## src/include/serial_port_pkg.sv

```systemverilog
package serial_port_pkg;

    // ------------------------------------------------------------
    // register map
    // ------------------------------------------------------------
    localparam int ADDR_W = 4;
    localparam logic [3:0] OFS_BUFFER = 4'h0;
    localparam logic [3:0] OFS_CONTROL = 4'h4;
    localparam logic [3:0] OFS_POWER = 4'h8;
    localparam logic [3:0] OFS_STATUS = 4'hC;

    // control/status bit positions
    localparam int CTRL_RX_DONE = 0;
    localparam int CTRL_TX_DONE = 1;
    localparam int CTRL_RX_NINTH = 2;
    localparam int CTRL_TX_NINTH = 3;
    localparam int CTRL_RX_ENABLE = 4;
    localparam int CTRL_MP_ENABLE = 5;
    localparam int CTRL_MODE_LO = 6;
    localparam int CTRL_MODE_HI = 7;
    localparam logic [7:0] CTRL_RESET = 8'h00;

    // power control: baud doubler position and reset value
    localparam int PWR_DOUBLER = 7;
    localparam logic PWR_DOUBLER_RESET = 1'b0;

    // status: busy indications
    localparam int STAT_TX_BUSY = 0;
    localparam int STAT_RX_BUSY = 1;

    localparam logic [1:0] RESP_OKAY = 2'h0;
    localparam logic [1:0] RESP_SLVERR = 2'h2;

    // ------------------------------------------------------------
    // modes and timing
    // ------------------------------------------------------------
    typedef enum logic [1:0] {
        MODE_SHIFT,
        MODE_UART8,
        MODE_UART9_FIXED,
        MODE_UART9_VAR
    } mode_t;

    localparam int DATA_BITS = 8;
    localparam int FRAME_BITS_8 = 10;
    localparam int FRAME_BITS_9 = 11;
    localparam int SHIFT_DIV = 12;
    localparam int SHIFT_HALF = SHIFT_DIV / 2;
    localparam int OVERSAMPLE = 16;
    localparam int SAMPLE_POINT = OVERSAMPLE / 2;
    localparam int FIXED_RATE_DIV = 64;
    localparam int TIMER_RATE_DIV = 32;
    localparam int FIXED_TICK_DIV = FIXED_RATE_DIV / OVERSAMPLE;
    localparam int TIMER_TICK_DIV = TIMER_RATE_DIV / OVERSAMPLE;
    // receive samples after the start bit: mode 1 data+stop, modes 2/3 data+ninth+stop
    localparam int RX_SAMPLES_8 = DATA_BITS + 1;
    localparam int RX_SAMPLES_9 = DATA_BITS + 2;

endpackage

```

## src/rtl/baud_tick_gen.sv

```systemverilog
`timescale 1ns/1ps
module baud_tick_gen (
    // clock and reset
    input wire logic clk,
    input wire logic srst,
    // rate selection
    input wire serial_port_pkg::mode_t mode,
    input wire logic baudDoubler,
    input wire logic t1Overflow,
    // oversampling enable, sixteen per bit
    output logic tick16
);
    import serial_port_pkg::*;

    logic [1:0] divCnt_r;
    logic prescale_r;
    logic tick16_r;
    wire logic [1:0] fixedLast = baudDoubler ? 2'(FIXED_TICK_DIV / 2 - 1) : 2'(FIXED_TICK_DIV - 1);
    wire logic timerMode = (mode == MODE_UART8) || (mode == MODE_UART9_VAR);
    wire logic timerTick = t1Overflow && (baudDoubler || prescale_r);

    assign tick16 = tick16_r;

    always_ff @(posedge clk) begin
        if (srst) begin
            divCnt_r <= '0;
            prescale_r <= 1'b0;
            tick16_r <= 1'b0;
        end else begin
            divCnt_r <= (divCnt_r == fixedLast) ? 2'h0 : divCnt_r + 2'h1;
            if (t1Overflow)
                prescale_r <= (prescale_r + 1'b1) == 1'(TIMER_TICK_DIV - 1) ? 1'b1 : ~prescale_r;
            if (mode == MODE_UART9_FIXED)
                tick16_r <= (divCnt_r == fixedLast);
            else if (timerMode)
                tick16_r <= timerTick;
            else
                tick16_r <= 1'b0;
        end
    end
endmodule

```

## src/rtl/bit_shifter.sv

```systemverilog
`timescale 1ns/1ps
module bit_shifter #(
    parameter int W = 11
) (
    // clock and reset
    input wire logic clk,
    input wire logic srst,
    // control
    input wire logic load,
    input wire logic [W-1:0] loadValue,
    input wire logic shiftEn,
    input wire logic serialIn,
    // contents, bit 0 leaves first
    output logic [W-1:0] value
);
    logic [W-1:0] value_r;

    assign value = value_r;

    always_ff @(posedge clk) begin
        if (srst)
            value_r <= '1;
        else if (load)
            value_r <= loadValue;
        else if (shiftEn)
            value_r <= {serialIn, value_r[W-1:1]};
    end
endmodule

```

## src/rtl/four_mode_serial_port.sv

```systemverilog
`timescale 1ns/1ps
// How it works
// - transmitter and receiver run at once, each on its own state machine
// - in modes 1-3 the receiver takes a new frame while the buffer is unread; one byte may drop
// - buffer write loads transmit shifter; buffer read returns separate receive register
// - mode 0: data on rx pin both ways, tx pin carries clock, 8 bits lsb first
// - mode 1 frame: start 0, eight data lsb first, stop 1
// - mode 1 receive puts the stop bit into received ninth bit
// - modes 2/3 frame: start, eight data, ninth from transmit ninth bit, stop
// - modes 2/3 receive put ninth bit into received ninth bit; stop ignored
// - mode 2 rate is clock/64, or clock/32 with baud doubler set
// - mode 3 equals mode 2 except its rate follows timer 1 overflow
// - modes 1/3 rate is overflow rate times two-to-doubler over 32
// - with timer auto-reload the overflow input sets the rate accordingly
// - any buffer write with byte lane 0 enabled starts a transmission in every mode
// - mode 0 receive starts when receive done is 0, receive enable is 1 and no transmission is loading or shifting
// - modes 1-3 receive starts on a start bit only while enabled
// - modes 2/3 with multiprocessor enable: store only when ninth bit is 1
// - address bytes carry ninth bit 1, data bytes ninth bit 0
// - multiprocessor enable ignored in mode 0; mode 1 needs a valid stop bit
// - control register holds mode, ninth bits and both done flags
// - receive enable set allows reception, cleared blocks it
module four_mode_serial_port (
    // clock and reset
    input wire logic clk,
    input wire logic srst,
    // axi4-lite write address
    input wire logic [serial_port_pkg::ADDR_W-1:0] awaddr,
    input wire logic awvalid,
    output logic awready,
    // axi4-lite write data
    input wire logic [31:0] wdata,
    input wire logic [3:0] wstrb,
    input wire logic wvalid,
    output logic wready,
    // axi4-lite write response
    output logic [1:0] bresp,
    output logic bvalid,
    input wire logic bready,
    // axi4-lite read address
    input wire logic [serial_port_pkg::ADDR_W-1:0] araddr,
    input wire logic arvalid,
    output logic arready,
    // axi4-lite read data
    output logic [31:0] rdata,
    output logic [1:0] rresp,
    output logic rvalid,
    input wire logic rready,
    // serial pins
    input wire logic rxdIn,
    output logic rxdOut,
    output logic rxdOe,
    output logic txd,
    // timer 1 overflow pulse
    input wire logic t1Overflow
);
    import serial_port_pkg::*;

    typedef enum logic [1:0] {TX_IDLE, TX_ASYNC, TX_SHIFT} tx_state_t;
    typedef enum logic [1:0] {RX_IDLE, RX_START, RX_DATA, RX_SHIFT} rx_state_t;

    function automatic logic addrKnown(input logic [ADDR_W-1:0] a);
        return (a == OFS_BUFFER) || (a == OFS_CONTROL) || (a == OFS_POWER) || (a == OFS_STATUS);
    endfunction

    // ------------------------------------------------------------
    // bus slave
    // ------------------------------------------------------------
    logic awready_r, wready_r, bvalid_r, arready_r, rvalid_r;
    logic [1:0] bresp_r, rresp_r;
    logic [31:0] rdata_r;
    logic awHeld_r, wHeld_r, wLane0_r;
    logic [ADDR_W-1:0] awAddrQ_r;
    logic [7:0] wDataQ_r;

    wire logic awTake = awvalid && awready_r;
    wire logic wTake = wvalid && wready_r;
    wire logic arTake = arvalid && arready_r;
    wire logic doWrite = awHeld_r && wHeld_r && !bvalid_r;
    wire logic wrLane = doWrite && wLane0_r;
    wire logic wrBuffer = wrLane && (awAddrQ_r == OFS_BUFFER);
    wire logic wrControl = wrLane && (awAddrQ_r == OFS_CONTROL);
    wire logic wrPower = wrLane && (awAddrQ_r == OFS_POWER);

    assign awready = awready_r;
    assign wready = wready_r;
    assign bvalid = bvalid_r;
    assign bresp = bresp_r;
    assign arready = arready_r;
    assign rvalid = rvalid_r;
    assign rresp = rresp_r;
    assign rdata = rdata_r;

    always_ff @(posedge clk) begin
        if (srst) begin
            awready_r <= 1'b1;
            wready_r <= 1'b1;
            bvalid_r <= 1'b0;
            bresp_r <= RESP_OKAY;
            awHeld_r <= 1'b0;
            wHeld_r <= 1'b0;
            wLane0_r <= 1'b0;
            awAddrQ_r <= '0;
            wDataQ_r <= '0;
        end else begin
            if (awTake) begin
                awHeld_r <= 1'b1;
                awAddrQ_r <= awaddr;
                awready_r <= 1'b0;
            end
            if (wTake) begin
                wHeld_r <= 1'b1;
                wDataQ_r <= wdata[7:0];
                wLane0_r <= wstrb[0];
                wready_r <= 1'b0;
            end
            if (doWrite) begin
                bvalid_r <= 1'b1;
                bresp_r <= addrKnown(awAddrQ_r) ? RESP_OKAY : RESP_SLVERR;
                awHeld_r <= 1'b0;
                wHeld_r <= 1'b0;
            end
            if (bvalid_r && bready) begin
                bvalid_r <= 1'b0;
                awready_r <= 1'b1;
                wready_r <= 1'b1;
            end
        end
    end

    // ------------------------------------------------------------
    // registers
    // ------------------------------------------------------------
    logic [7:0] ctrl_r;
    logic [7:0] rxBuf_r;
    logic baudDoubler_r;
    logic rxStore;
    logic rxNinth;
    logic [7:0] rxData;
    logic txDone;
    logic txBusy, rxBusy;

    wire mode_t mode = mode_t'(ctrl_r[CTRL_MODE_HI:CTRL_MODE_LO]);
    wire logic rxEnable = ctrl_r[CTRL_RX_ENABLE];
    wire logic mpEnable = ctrl_r[CTRL_MP_ENABLE];
    wire logic rxDoneFlag = ctrl_r[CTRL_RX_DONE];
    wire logic [7:0] powerRead = {baudDoubler_r, 7'h00};
    wire logic [7:0] statusRead = {6'h00, rxBusy, txBusy};
    wire logic [7:0] readSel =
        (araddr == OFS_BUFFER) ? rxBuf_r :
        (araddr == OFS_CONTROL) ? ctrl_r :
        (araddr == OFS_POWER) ? powerRead :
        (araddr == OFS_STATUS) ? statusRead : 8'h00;

    always_ff @(posedge clk) begin
        if (srst) begin
            arready_r <= 1'b1;
            rvalid_r <= 1'b0;
            rresp_r <= RESP_OKAY;
            rdata_r <= '0;
        end else if (arTake) begin
            arready_r <= 1'b0;
            rvalid_r <= 1'b1;
            rresp_r <= addrKnown(araddr) ? RESP_OKAY : RESP_SLVERR;
            rdata_r <= {24'h0000_00, readSel};
        end else if (rvalid_r && rready) begin
            rvalid_r <= 1'b0;
            arready_r <= 1'b1;
        end
    end

    // hardware sets win over a software clear in the same cycle
    always_ff @(posedge clk) begin
        if (srst) begin
            ctrl_r <= CTRL_RESET;
            baudDoubler_r <= PWR_DOUBLER_RESET;
            rxBuf_r <= '0;
        end else begin
            if (wrControl)
                ctrl_r <= wDataQ_r;
            if (wrPower)
                baudDoubler_r <= wDataQ_r[PWR_DOUBLER];
            if (rxStore) begin
                rxBuf_r <= rxData;
                if (mode != MODE_SHIFT)
                    ctrl_r[CTRL_RX_NINTH] <= rxNinth;
                ctrl_r[CTRL_RX_DONE] <= 1'b1;
            end
            if (txDone)
                ctrl_r[CTRL_TX_DONE] <= 1'b1;
        end
    end

    // ------------------------------------------------------------
    // bit rate
    // ------------------------------------------------------------
    logic tick16;

    baud_tick_gen u_baud (
        .clk(clk),
        .srst(srst),
        .mode(mode),
        .baudDoubler(baudDoubler_r),
        .t1Overflow(t1Overflow),
        .tick16(tick16)
    );

    // ------------------------------------------------------------
    // transmitter
    // ------------------------------------------------------------
    tx_state_t txState_r;
    logic [3:0] txSub_r, txBit_r;
    logic [FRAME_BITS_9-1:0] txFrame;
    logic txLoad, txShiftEn;

    wire logic txNinth = (mode == MODE_UART8) ? 1'b1 : ctrl_r[CTRL_TX_NINTH];
    wire logic [FRAME_BITS_9-1:0] txLoadValue = (mode == MODE_SHIFT) ?
        {3'b111, wDataQ_r} : {1'b1, txNinth, wDataQ_r, 1'b0};
    wire logic [3:0] txLast = (mode == MODE_SHIFT) ? 4'(DATA_BITS - 1) :
        (mode == MODE_UART8) ? 4'(FRAME_BITS_8 - 1) : 4'(FRAME_BITS_9 - 1);
    wire logic txBitEnd = (txState_r == TX_SHIFT) ? (txSub_r == 4'(SHIFT_DIV - 1)) :
        (tick16 && (txSub_r == 4'(OVERSAMPLE - 1)));

    assign txLoad = wrBuffer;
    assign txShiftEn = (txState_r != TX_IDLE) && txBitEnd;
    assign txBusy = (txState_r != TX_IDLE);

    bit_shifter #(.W(FRAME_BITS_9)) u_txShift (
        .clk(clk),
        .srst(srst),
        .load(txLoad),
        .loadValue(txLoadValue),
        .shiftEn(txShiftEn),
        .serialIn(1'b1),
        .value(txFrame)
    );

    always_ff @(posedge clk) begin
        if (srst) begin
            txState_r <= TX_IDLE;
            txSub_r <= '0;
            txBit_r <= '0;
            txDone <= 1'b0;
        end else begin
            txDone <= 1'b0;
            if (txLoad) begin
                txState_r <= (mode == MODE_SHIFT) ? TX_SHIFT : TX_ASYNC;
                txSub_r <= '0;
                txBit_r <= '0;
            end else if (txState_r == TX_SHIFT || (txState_r == TX_ASYNC && tick16)) begin
                txSub_r <= txBitEnd ? 4'h0 : txSub_r + 4'h1;
                if (txBitEnd) begin
                    txBit_r <= txBit_r + 4'h1;
                    if (txBit_r == txLast) begin
                        txState_r <= TX_IDLE;
                        txDone <= 1'b1;
                    end
                end
            end
        end
    end

    // ------------------------------------------------------------
    // receiver
    // ------------------------------------------------------------
    rx_state_t rxState_r;
    logic [3:0] rxSub_r, rxBit_r;
    logic rxFinish_r;
    logic [DATA_BITS:0] rxShiftVal;

    wire logic [3:0] rxLastAsync = (mode == MODE_UART8) ?
        4'(RX_SAMPLES_8 - 1) : 4'(RX_SAMPLES_9 - 1);
    wire logic rxStartShift = (rxState_r == RX_IDLE) && (mode == MODE_SHIFT) &&
        rxEnable && !rxDoneFlag && (txState_r != TX_SHIFT) && !txLoad;
    wire logic rxStartAsync = (rxState_r == RX_IDLE) && (mode != MODE_SHIFT) &&
        rxEnable && !rxdIn;
    wire logic rxSampleEnd = tick16 && (rxSub_r == 4'(OVERSAMPLE - 1));
    wire logic rxShiftSample = (rxState_r == RX_SHIFT) && (rxSub_r == 4'(SHIFT_DIV - 1));
    // the stop sample of modes 2/3 is not kept
    wire logic rxKeep = (rxState_r == RX_DATA) && rxSampleEnd && (rxBit_r <= 4'(DATA_BITS));
    // mode 0 leaves the byte in the top eight bits, async frames in the low eight
    wire logic rxFrameOk = (mode == MODE_SHIFT) || !mpEnable || rxShiftVal[DATA_BITS];

    assign rxData = (mode == MODE_SHIFT) ? rxShiftVal[DATA_BITS:1] : rxShiftVal[DATA_BITS-1:0];
    assign rxNinth = rxShiftVal[DATA_BITS];
    // a finished byte is dropped while the previous one is unread
    assign rxStore = rxFinish_r && !rxDoneFlag && rxFrameOk;
    assign rxBusy = (rxState_r != RX_IDLE);

    bit_shifter #(.W(DATA_BITS + 1)) u_rxShift (
        .clk(clk),
        .srst(srst),
        .load(1'b0),
        .loadValue('1),
        .shiftEn(rxKeep || rxShiftSample),
        .serialIn(rxdIn),
        .value(rxShiftVal)
    );

    always_ff @(posedge clk) begin
        if (srst) begin
            rxState_r <= RX_IDLE;
            rxSub_r <= '0;
            rxBit_r <= '0;
            rxFinish_r <= 1'b0;
        end else begin
            rxFinish_r <= 1'b0;
            unique case (rxState_r)
                RX_IDLE: begin
                    rxSub_r <= '0;
                    rxBit_r <= '0;
                    if (rxStartShift)
                        rxState_r <= RX_SHIFT;
                    else if (rxStartAsync)
                        rxState_r <= RX_START;
                end
                RX_START: begin
                    if (tick16) begin
                        rxSub_r <= rxSub_r + 4'h1;
                        if (rxSub_r == 4'(SAMPLE_POINT - 1)) begin
                            rxSub_r <= '0;
                            rxState_r <= rxdIn ? RX_IDLE : RX_DATA;
                        end
                    end
                end
                RX_DATA: begin
                    if (tick16)
                        rxSub_r <= rxSampleEnd ? 4'h0 : rxSub_r + 4'h1;
                    if (rxSampleEnd) begin
                        rxBit_r <= rxBit_r + 4'h1;
                        if (rxBit_r == rxLastAsync) begin
                            rxState_r <= RX_IDLE;
                            rxFinish_r <= 1'b1;
                        end
                    end
                end
                RX_SHIFT: begin
                    rxSub_r <= rxShiftSample ? 4'h0 : rxSub_r + 4'h1;
                    if (rxShiftSample) begin
                        rxBit_r <= rxBit_r + 4'h1;
                        if (rxBit_r == 4'(DATA_BITS - 1)) begin
                            rxState_r <= RX_IDLE;
                            rxFinish_r <= 1'b1;
                        end
                    end
                end
            endcase
        end
    end

    // ------------------------------------------------------------
    // pins
    // ------------------------------------------------------------
    logic txd_r, rxdOut_r, rxdOe_r;

    // shift clock is low for the first half of each bit, data settles then
    wire logic txShiftClk = (txSub_r >= 4'(SHIFT_HALF));
    wire logic rxShiftClk = (rxSub_r >= 4'(SHIFT_HALF));
    wire logic txdNext = (txState_r == TX_SHIFT) ? txShiftClk :
        (rxState_r == RX_SHIFT) ? rxShiftClk :
        (txState_r == TX_ASYNC) ? txFrame[0] : 1'b1;

    assign txd = txd_r;
    assign rxdOut = rxdOut_r;
    assign rxdOe = rxdOe_r;

    always_ff @(posedge clk) begin
        if (srst) begin
            txd_r <= 1'b1;
            rxdOut_r <= 1'b1;
            rxdOe_r <= 1'b0;
        end else begin
            txd_r <= txdNext;
            rxdOut_r <= txFrame[0];
            rxdOe_r <= (txState_r == TX_SHIFT);
        end
    end
endmodule

```

## config.mk

```make
export PLATFORM = sky130hd
export DESIGN_NAME = four_mode_serial_port
export DESIGN_NICKNAME = d
export VERILOG_FILES = /design/src/include/serial_port_pkg.sv /design/src/rtl/baud_tick_gen.sv /design/src/rtl/bit_shifter.sv /design/src/rtl/four_mode_serial_port.sv
export SDC_FILE = /design/constraint.sdc
export NUM_CORES = 1
export LEC_CHECK = 0
export BUFFER_PORTS_ARGS = -buffer_cell sky130_fd_sc_hd__buf_4
export CELL_PAD_IN_SITES_DETAIL_PLACEMENT = 0
export CELL_PAD_IN_SITES_GLOBAL_PLACEMENT = 1
export CORE_MARGIN = 4
export CORE_UTILIZATION = 41
export CTS_CLUSTER_DIAMETER = 30
export CTS_CLUSTER_SIZE = 16
export DETAILED_ROUTE_END_ITERATION = 10
export GPL_ROUTABILITY_DRIVEN = 0
export GPL_TIMING_DRIVEN = 0
export PLACE_DENSITY = 0.8
export SKIP_CTS_REPAIR_TIMING = 1
export SLEW_MARGIN = 20
export SYNTH_ARGS = -nofsm -noshare
export SYNTH_HDL_FRONTEND = slang
export SYNTH_SLANG_ARGS = --single-unit
```

## constraint.sdc

```tcl
create_clock -name clk -period 1.8 [get_ports clk]
set_clock_uncertainty 0.05 [all_clocks]
set_input_delay 0.45 -clock clk [delete_from_list [all_inputs] [get_ports clk]]
set_output_delay 0.45 -clock clk [all_outputs]
set_load 0.01 [all_outputs]
```

=== After elaboration in Yosys (flattened, before gate mapping) ===
Index checks and enable logic that the tools add are counted.

* Reductions and logical operators: 71
* Add/sub/neg operators: 6
* Mux-type cells: 62
* Bitwise gates (word level): 3
* Equality and inequality tests: 32
* $lt $le $gt $ge: 3

{| class="wikitable"
|+ Operators with widths
! kind !! count
|-
| $mux 2 || 19
|-
| $mux 4 || 9
|-
| $eq 4x4->1 const B || 8
|-
| $mux 8 || 4
|-
| $logic_and 1x1->1 || 29
|-
| $mux 1 || 22
|-
| $mux 11 || 2
|-
| $reduce_bool 2->1 || 10
|-
| $add 4x1->4 const B || 4
|-
| $eq 4x3->1 const B || 4
|-
| $pmux 4 s4 || 1
|-
| $logic_or 1x1->1 || 12
|-
| $pmux 4 s3 || 1
|-
| $eq 2x2->1 const B || 5
|-
| $mux 10 || 1
|-
| $eq 4x4->1 || 2
|-
| $ge 4x3->1 const B || 2
|-
| $logic_not 4->1 || 2
|-
| $ne 2x1->1 const B || 4
|-
| $ne 2x2->1 const B || 4
|-
| $pmux 2 s4 || 1
|-
| $reduce_or 2->1 || 4
|-
| $reduce_and 7->1 || 1
|-
| $eq 2x1->1 const B || 3
|-
| other kinds (14) || 23
|}

* Input bits: 53
* Word-level logic and storage cells: 212
* Output and inout bits: 44
* Flip-flop bits (word level): 98

=== Depth between registers and ports, before layout ===
* Depth in word-level cells: 8
* Gate-level depth with buffers: 9
* Gate-level depth less buffers: 7

=== By module ===
A second synthesis with hierarchy kept.

* Cells, all modules: 558
* Area, all modules: 4749.6 um^2

{| class="wikitable"
|+ Modules (own cells, without submodules)
! module !! cells an instance !! times used !! area an instance (um^2) !! sequential area each (um^2)
|-
| four_mode_serial_port || 454 || 1 || 3679.8 || 1441.4
|-
| bit_shifter at u_txShift || 49 || 1 || 496.7 || 220.2
|-
| bit_shifter at u_rxShift || 40 || 1 || 415.4 || 180.2
|-
| baud_tick_gen || 15 || 1 || 157.7 || 80.1
|}

=== Worst setup path after synthesis ===
Ideal clock, no wire load.

* Kind: reg2reg
* Start point: register rxBit_r[0]
* End point: register u_rxShift.value_r[8] (netlist: u_rxShift.value[8])
* Cell stages (with the launch flop): 10
* Clock period less this slack: 1.684 ns
* Library setup time: 0.120 ns
* Required time: 1.630 ns
* Data arrival time: 1.514 ns
* Path slack: 0.116 ns
* Path buffers: 2
* Cell sequence: dfxtp_1 inv_1 ha_1 nand2b_1 a21o_1 a21o_1 buf_2 buf_2 nor2_1 a211o_1

* Cells in the longest elaborated chain, start to end: 3

{| class="wikitable"
|+ RTL lines
! what !! line !! source
|-
| from (decl) || four_mode_serial_port.sv:267 || <nowiki>logic [3:0] rxSub_r, rxBit_r;</nowiki>
|-
| from (signal assigned) || four_mode_serial_port.sv:330 || <nowiki>rxBit_r <= rxBit_r + 4'h1;</nowiki>
|-
| from (signal assigned) || four_mode_serial_port.sv:340 || <nowiki>rxBit_r <= rxBit_r + 4'h1;</nowiki>
|-
| $le 4x4->1 || four_mode_serial_port.sv:280 || <nowiki>wire logic rxKeep = (rxState_r == RX_DATA) && rxSampleEnd && (rxBit_r <= 4'(DATA_BITS));</nowiki>
|-
| $logic_and 1x1->1 || four_mode_serial_port.sv:280 ||
|-
| $logic_or 1x1->1 || four_mode_serial_port.sv:295 || <nowiki>.shiftEn(rxKeep || rxShiftSample),</nowiki>
|-
| to (signal assigned) || bit_shifter.sv:24 || <nowiki>value_r <= loadValue;</nowiki>
|-
| to (signal assigned) || bit_shifter.sv:26 || <nowiki>value_r <= {serialIn, value_r[W-1:1]};</nowiki>
|-
| to (decl) || bit_shifter.sv:16 || <nowiki>logic [W-1:0] value_r;</nowiki>
|}

Every way passes these cells.
A chain may end at the register's enable or synchronous reset.

=== Final worst setup path ===
* Start point: register bvalid_r (netlist: bvalid)
* End point: register u_txShift.value_r[5] (netlist: u_txShift.value[5])

* Cells in the longest elaborated chain, start to end: 5
* Elaborated cells on any way between the ends: 6
* Classes of those cells: 1 x mux; 5 x reduce/logical

{| class="wikitable"
|+ RTL lines
! what !! line !! source
|-
| from (decl) || four_mode_serial_port.sv:69 || <nowiki>logic awready_r, wready_r, bvalid_r, arready_r, rvalid_r;</nowiki>
|-
| from (signal assigned) || four_mode_serial_port.sv:98 || <nowiki>bvalid_r <= 1'b0;</nowiki>
|-
| from (signal assigned) || four_mode_serial_port.sv:118 || <nowiki>bvalid_r <= 1'b1;</nowiki>
|-
| from (signal assigned) || four_mode_serial_port.sv:124 || <nowiki>bvalid_r <= 1'b0;</nowiki>
|-
| $logic_not 1->1 * || four_mode_serial_port.sv:79 || <nowiki>wire logic doWrite = awHeld_r && wHeld_r && !bvalid_r;</nowiki>
|-
| $logic_and 1x1->1 * || four_mode_serial_port.sv:79 ||
|-
| $logic_and 1x1->1 * || four_mode_serial_port.sv:80 || <nowiki>wire logic wrLane = doWrite && wLane0_r;</nowiki>
|-
| $logic_and 1x1->1 * || four_mode_serial_port.sv:81 || <nowiki>wire logic wrBuffer = wrLane && (awAddrQ_r == OFS_BUFFER);</nowiki>
|-
| $mux 11 / $reduce_bool 2->1 (equally long branches) || -- ||
|-
| to (signal assigned) || bit_shifter.sv:24 ||
|-
| to (signal assigned) || bit_shifter.sv:26 ||
|-
| to (decl) || bit_shifter.sv:16 ||
|}

Mark *: on every way between the ends. The rest lies on a longest branch, timed or not.

==> results.md <==
Finish:
- The count of antenna diodes in the layout is 0.
- Excluding fillers, the count of instances in the completed layout stands at 765.
- The leading cell type in the layout, fill and taps excluded is dfxtp_1.
- In the layout the commonest cells are dfxtp_1 (89), buf_4 (71), nor2_1 (65), nand2_1 (55), a21oi_1 (46).
- The total non-filler cell area in the finished layout is 5550 µm².
- The area growth from synthesis to layout is 19.7%.
- The share of cells above drive strength 1 is 0.214.
- The final-stage net count is 682.

Floorplan:
- The I/O pin count is 97.
- The horizontal die dimension is 114 µm.
- The initialized floorplan defines 38 standard-cell rows.
- The initial utilization of the core area, before any placement, comes to 0.424.
- The die outline area is 13100 µm².
- The die extent in y is 114 µm.
- The core region area is 10900 µm².

Power:
- After layout, the design draws a total of 4200 µW.
- In this run the static leakage power is 0.00236 µW.
- The ratio of total power to cell area is 758 nW/µm².
- Across the VDD grid, the largest voltage drop is 0.636 mV.

Setup path:
- The critical path capture point type is a flip-flop.
- The number of cells on the worst reg-to-reg path is 7.
- The capturing point of the worst reg2reg path is u_txShift.value[5].
- The critical path contains buffers and inverters numbering 2 combined.
- The category of the critical setup timing path is flip-flop to flip-flop.
- The critical path launch point is bvalid.
- Across all register-to-register paths, the minimum setup slack is -0.002 ns.
- The signal on the critical path passes through and3b_1 -> buf_6 -> and3_2 -> nand2_1 -> buf_2 -> a2111oi_1 -> a21oi_1.
- Following the worst setup path forward leads to its endpoint at u_txShift.value[5].
- In this design, the stage delay of the slowest critical-path cell is 0.41 ns.
- At the worst endpoint, the arrival time is 1.96 ns.
- The cell type of the slowest stage on the worst timing path is a2111oi_1.
- The cell class contributing the biggest share of worst-path delay is simple AND/OR/NAND/NOR gates.
- STA classifies the critical path startpoint as a flip-flop.
- The startpoint identified for the worst register-to-register timing path is bvalid.
- The critical-path maximum fanout is 10.
- The critical path crosses 7 cells after its start point.
- At the worst endpoint, the required time is 1.96 ns.

CTS:
- The clock transition at the registers of the reported paths is 0.06 ns.
- TritonCTS built the clock tree.
- The number of sinks on the clock net is 95.
- The number of buffers created by CTS is 9.
- Counting along the longest clock path gives a buffer depth of 2.
- The clock insertion delay at the later pin of the skew report is 0.34 ns.
- In this run the clock root is driven by a clkbuf_16.
- The count of H-tree levels built during CTS is 3.

Yosys:
- The instance count of the mapped netlist is 543.
- The top flip-flop cell by instance count after synthesis is dfxtp_1.
- The mean cell area of the mapped netlist is 8.53 µm².
- The number of warning messages in the yosys log is 0.
- Counting flops with a built-in enable in the synthesized netlist gives 0.
- The synthesized netlist contains 62 unique library cells.
- After synthesis, the share of flip-flops with an asynchronous set or reset is 0.
- The mapped cell area is 4630 µm².
- The number of storage elements in the synthesis netlist is 95.
- The sequential-to-total area share from yosys stat is 0.411.

Global routing:
- Entering global routing, the biggest net connects 16 pins.
- The via count of the first global-routing pass was 3624.
- For this run the aggregate overflow at the end of global routing stands at 0.
- The global-route wire length before repair is 17900 µm.
- The number of antenna violations at the first check in global routing is 0.
- Across every metal layer, demand over resource in global routing totals 0.171.

Timing:
- The final-report max-slew violation count was 0.
- The timing-limited maximum frequency is 0.555 GHz.
- The worst pin sits at a relative slew slack of 0.567.
- The actual slew at the worst max-slew pin is 0.642 ns.
- The final setup violation count is 1.
- Adding up every negative setup slack in the final design gives -0.00192 ns.
- The count of final hold-check violations was 0.
- The final critical delay including setup and external delays is 1.80 ns.
- In the finished design, the share of the clock period the worst path needs comes to 1.00.
- Setup repair after global routing could not meet its margin everywhere.
- On the final layout, the worst hold slack is 0.259 ns.
- The least setup slack across all paths after layout is -0.00192 ns.

Drt:
- Wires add up to 10800 µm.
- After the first detailed-routing iteration, the DRC count stood at 248.
- The total via count in the routed design is 3847.
- The number of routed nets with antenna violations is 0.
- Dividing the detail-routed wire length by the instance count gives 14.1 µm.
- In the routed design, unresolved DRC markers number 0.
- After detailed routing, the number of vias per cell comes to 5.03.
- The number of detailed-routing iterations run before antenna repair is 4.

Run status:
- The run finished, with violations left.
- The checks that failed: setup timing.

Place:
- Input and output buffers added on the ports amount to 41.
- The sum of net half-perimeters after detailed placement is 8090 µm.
- In this run the cell area measured after placement is 5210 µm².
- After detailed placement, the design holds a cell count of 749.

Min path:
- In this run the worst hold path is classified as primary input to flip-flop.
- The cell depth of the worst min-delay path is 2.

Job:
- The number of maximum-capacitance constraint violations is 0.
worst min-delay path by stage:
stage,from,end
6_report,wvalid,wready
5_1_grt,wvalid,wready
4_1_cts,wvalid,wready
3_5_place_dp,u_baud.divCnt_r[0],u_baud.divCnt_r[0]
3_3_place_gp,u_baud.divCnt_r[0],u_baud.divCnt_r[0]
2_1_floorplan,u_baud.divCnt_r[0],u_baud.divCnt_r[0]
stage by stage:
stage               worst slack [ns]  utilization
global placement              -0.292        0.476
floorplan                      0.116            -
finish                      -0.00192        0.507
CTS                           -0.176        0.500
detailed placement            -0.318        0.476
global route                 -0.0908        0.507
cells by family (layout without fill, tap and decap cells):
logic type	Yosys count	count (layout)	share of synthesized area
AOI/OAI and AO/OA	120	120	0.178
DFF	95	95	0.411
xor gates and xnor gates	12	12	0.0227
other	1	26	0.000810
adders and majority gates	8	8	0.0211
and+or+nand+nor	201	201	0.215
muxes	26	26	0.0565
buffers and inverters	80	137	0.0954
synth_stat cells, types with 6 or more instances:
| cell type | n | area share |
|---|---|---|
| dfxtp_1 | 95 | 0.41 |
| ha_1 | 7 | 0.019 |
| buf_4 | 28 | 0.045 |
| xor2_1 | 7 | 0.013 |
| mux2i_1 | 25 | 0.054 |
| clkbuf_1 | 12 | 0.0097 |
| nor2_1 | 65 | 0.053 |
| a21oi_1 | 46 | 0.050 |
| nand2_1 | 55 | 0.045 |
| buf_2 | 11 | 0.012 |
| o21ai_0 | 12 | 0.013 |
| nand2b_1 | 7 | 0.0095 |
| a21o_1 | 6 | 0.0097 |
| a2111oi_0 | 7 | 0.013 |
| and2_1 | 10 | 0.014 |
| a311oi_1 | 9 | 0.017 |
| nor3_1 | 17 | 0.018 |
| a211o_1 | 10 | 0.019 |
| inv_1 | 23 | 0.019 |
| nand3_1 | 8 | 0.0086 |
flip-flops by register name (all words and copies together) (netlist names), 2 cells and up:
signal and count:
u_rxShift.value 9, rxState_r 2, rdata 8, txSub_r 4, ctrl_r 8, rxSub_r 4
wDataQ_r 8, awAddrQ_r 4, u_txShift.value 10, txBit_r 4, rxBit_r 4, txState_r 2
rxBuf_r 8, u_baud.divCnt_r 2
layer usage:
layer  vias up  track usage  wire length (µm)
met1      1755        0.226              5140
met4         0       0.0388                88
met2        88        0.277              5070
li1       1994            -                 -
met3        10       0.0492               523
met5         -            0                 0
report_power, final:
group	internal (µW)	total [µW]	leakage, µW	switching [µW]
Sequential	2140	2180	0.000774	36.7
Clock	925	1720	0.000128	798
Combinational	139	304	0.00146	165
Total	3210	4200	0.00236	999
area by class of cell:
class | count | area [µm²]
inverters | 23 | 86.3
plain buffers | 57 | 379
multi-input cells | 393 | 2410
flip-flops and latches | 95 | 1910
repair buffers | 43 | 323
well taps | 140 | 175
clock buffers | 9 | 225
fillers | 1062 | 5390
clock inverters | 5 | 35.0
(Power assumes the default switching activity.)
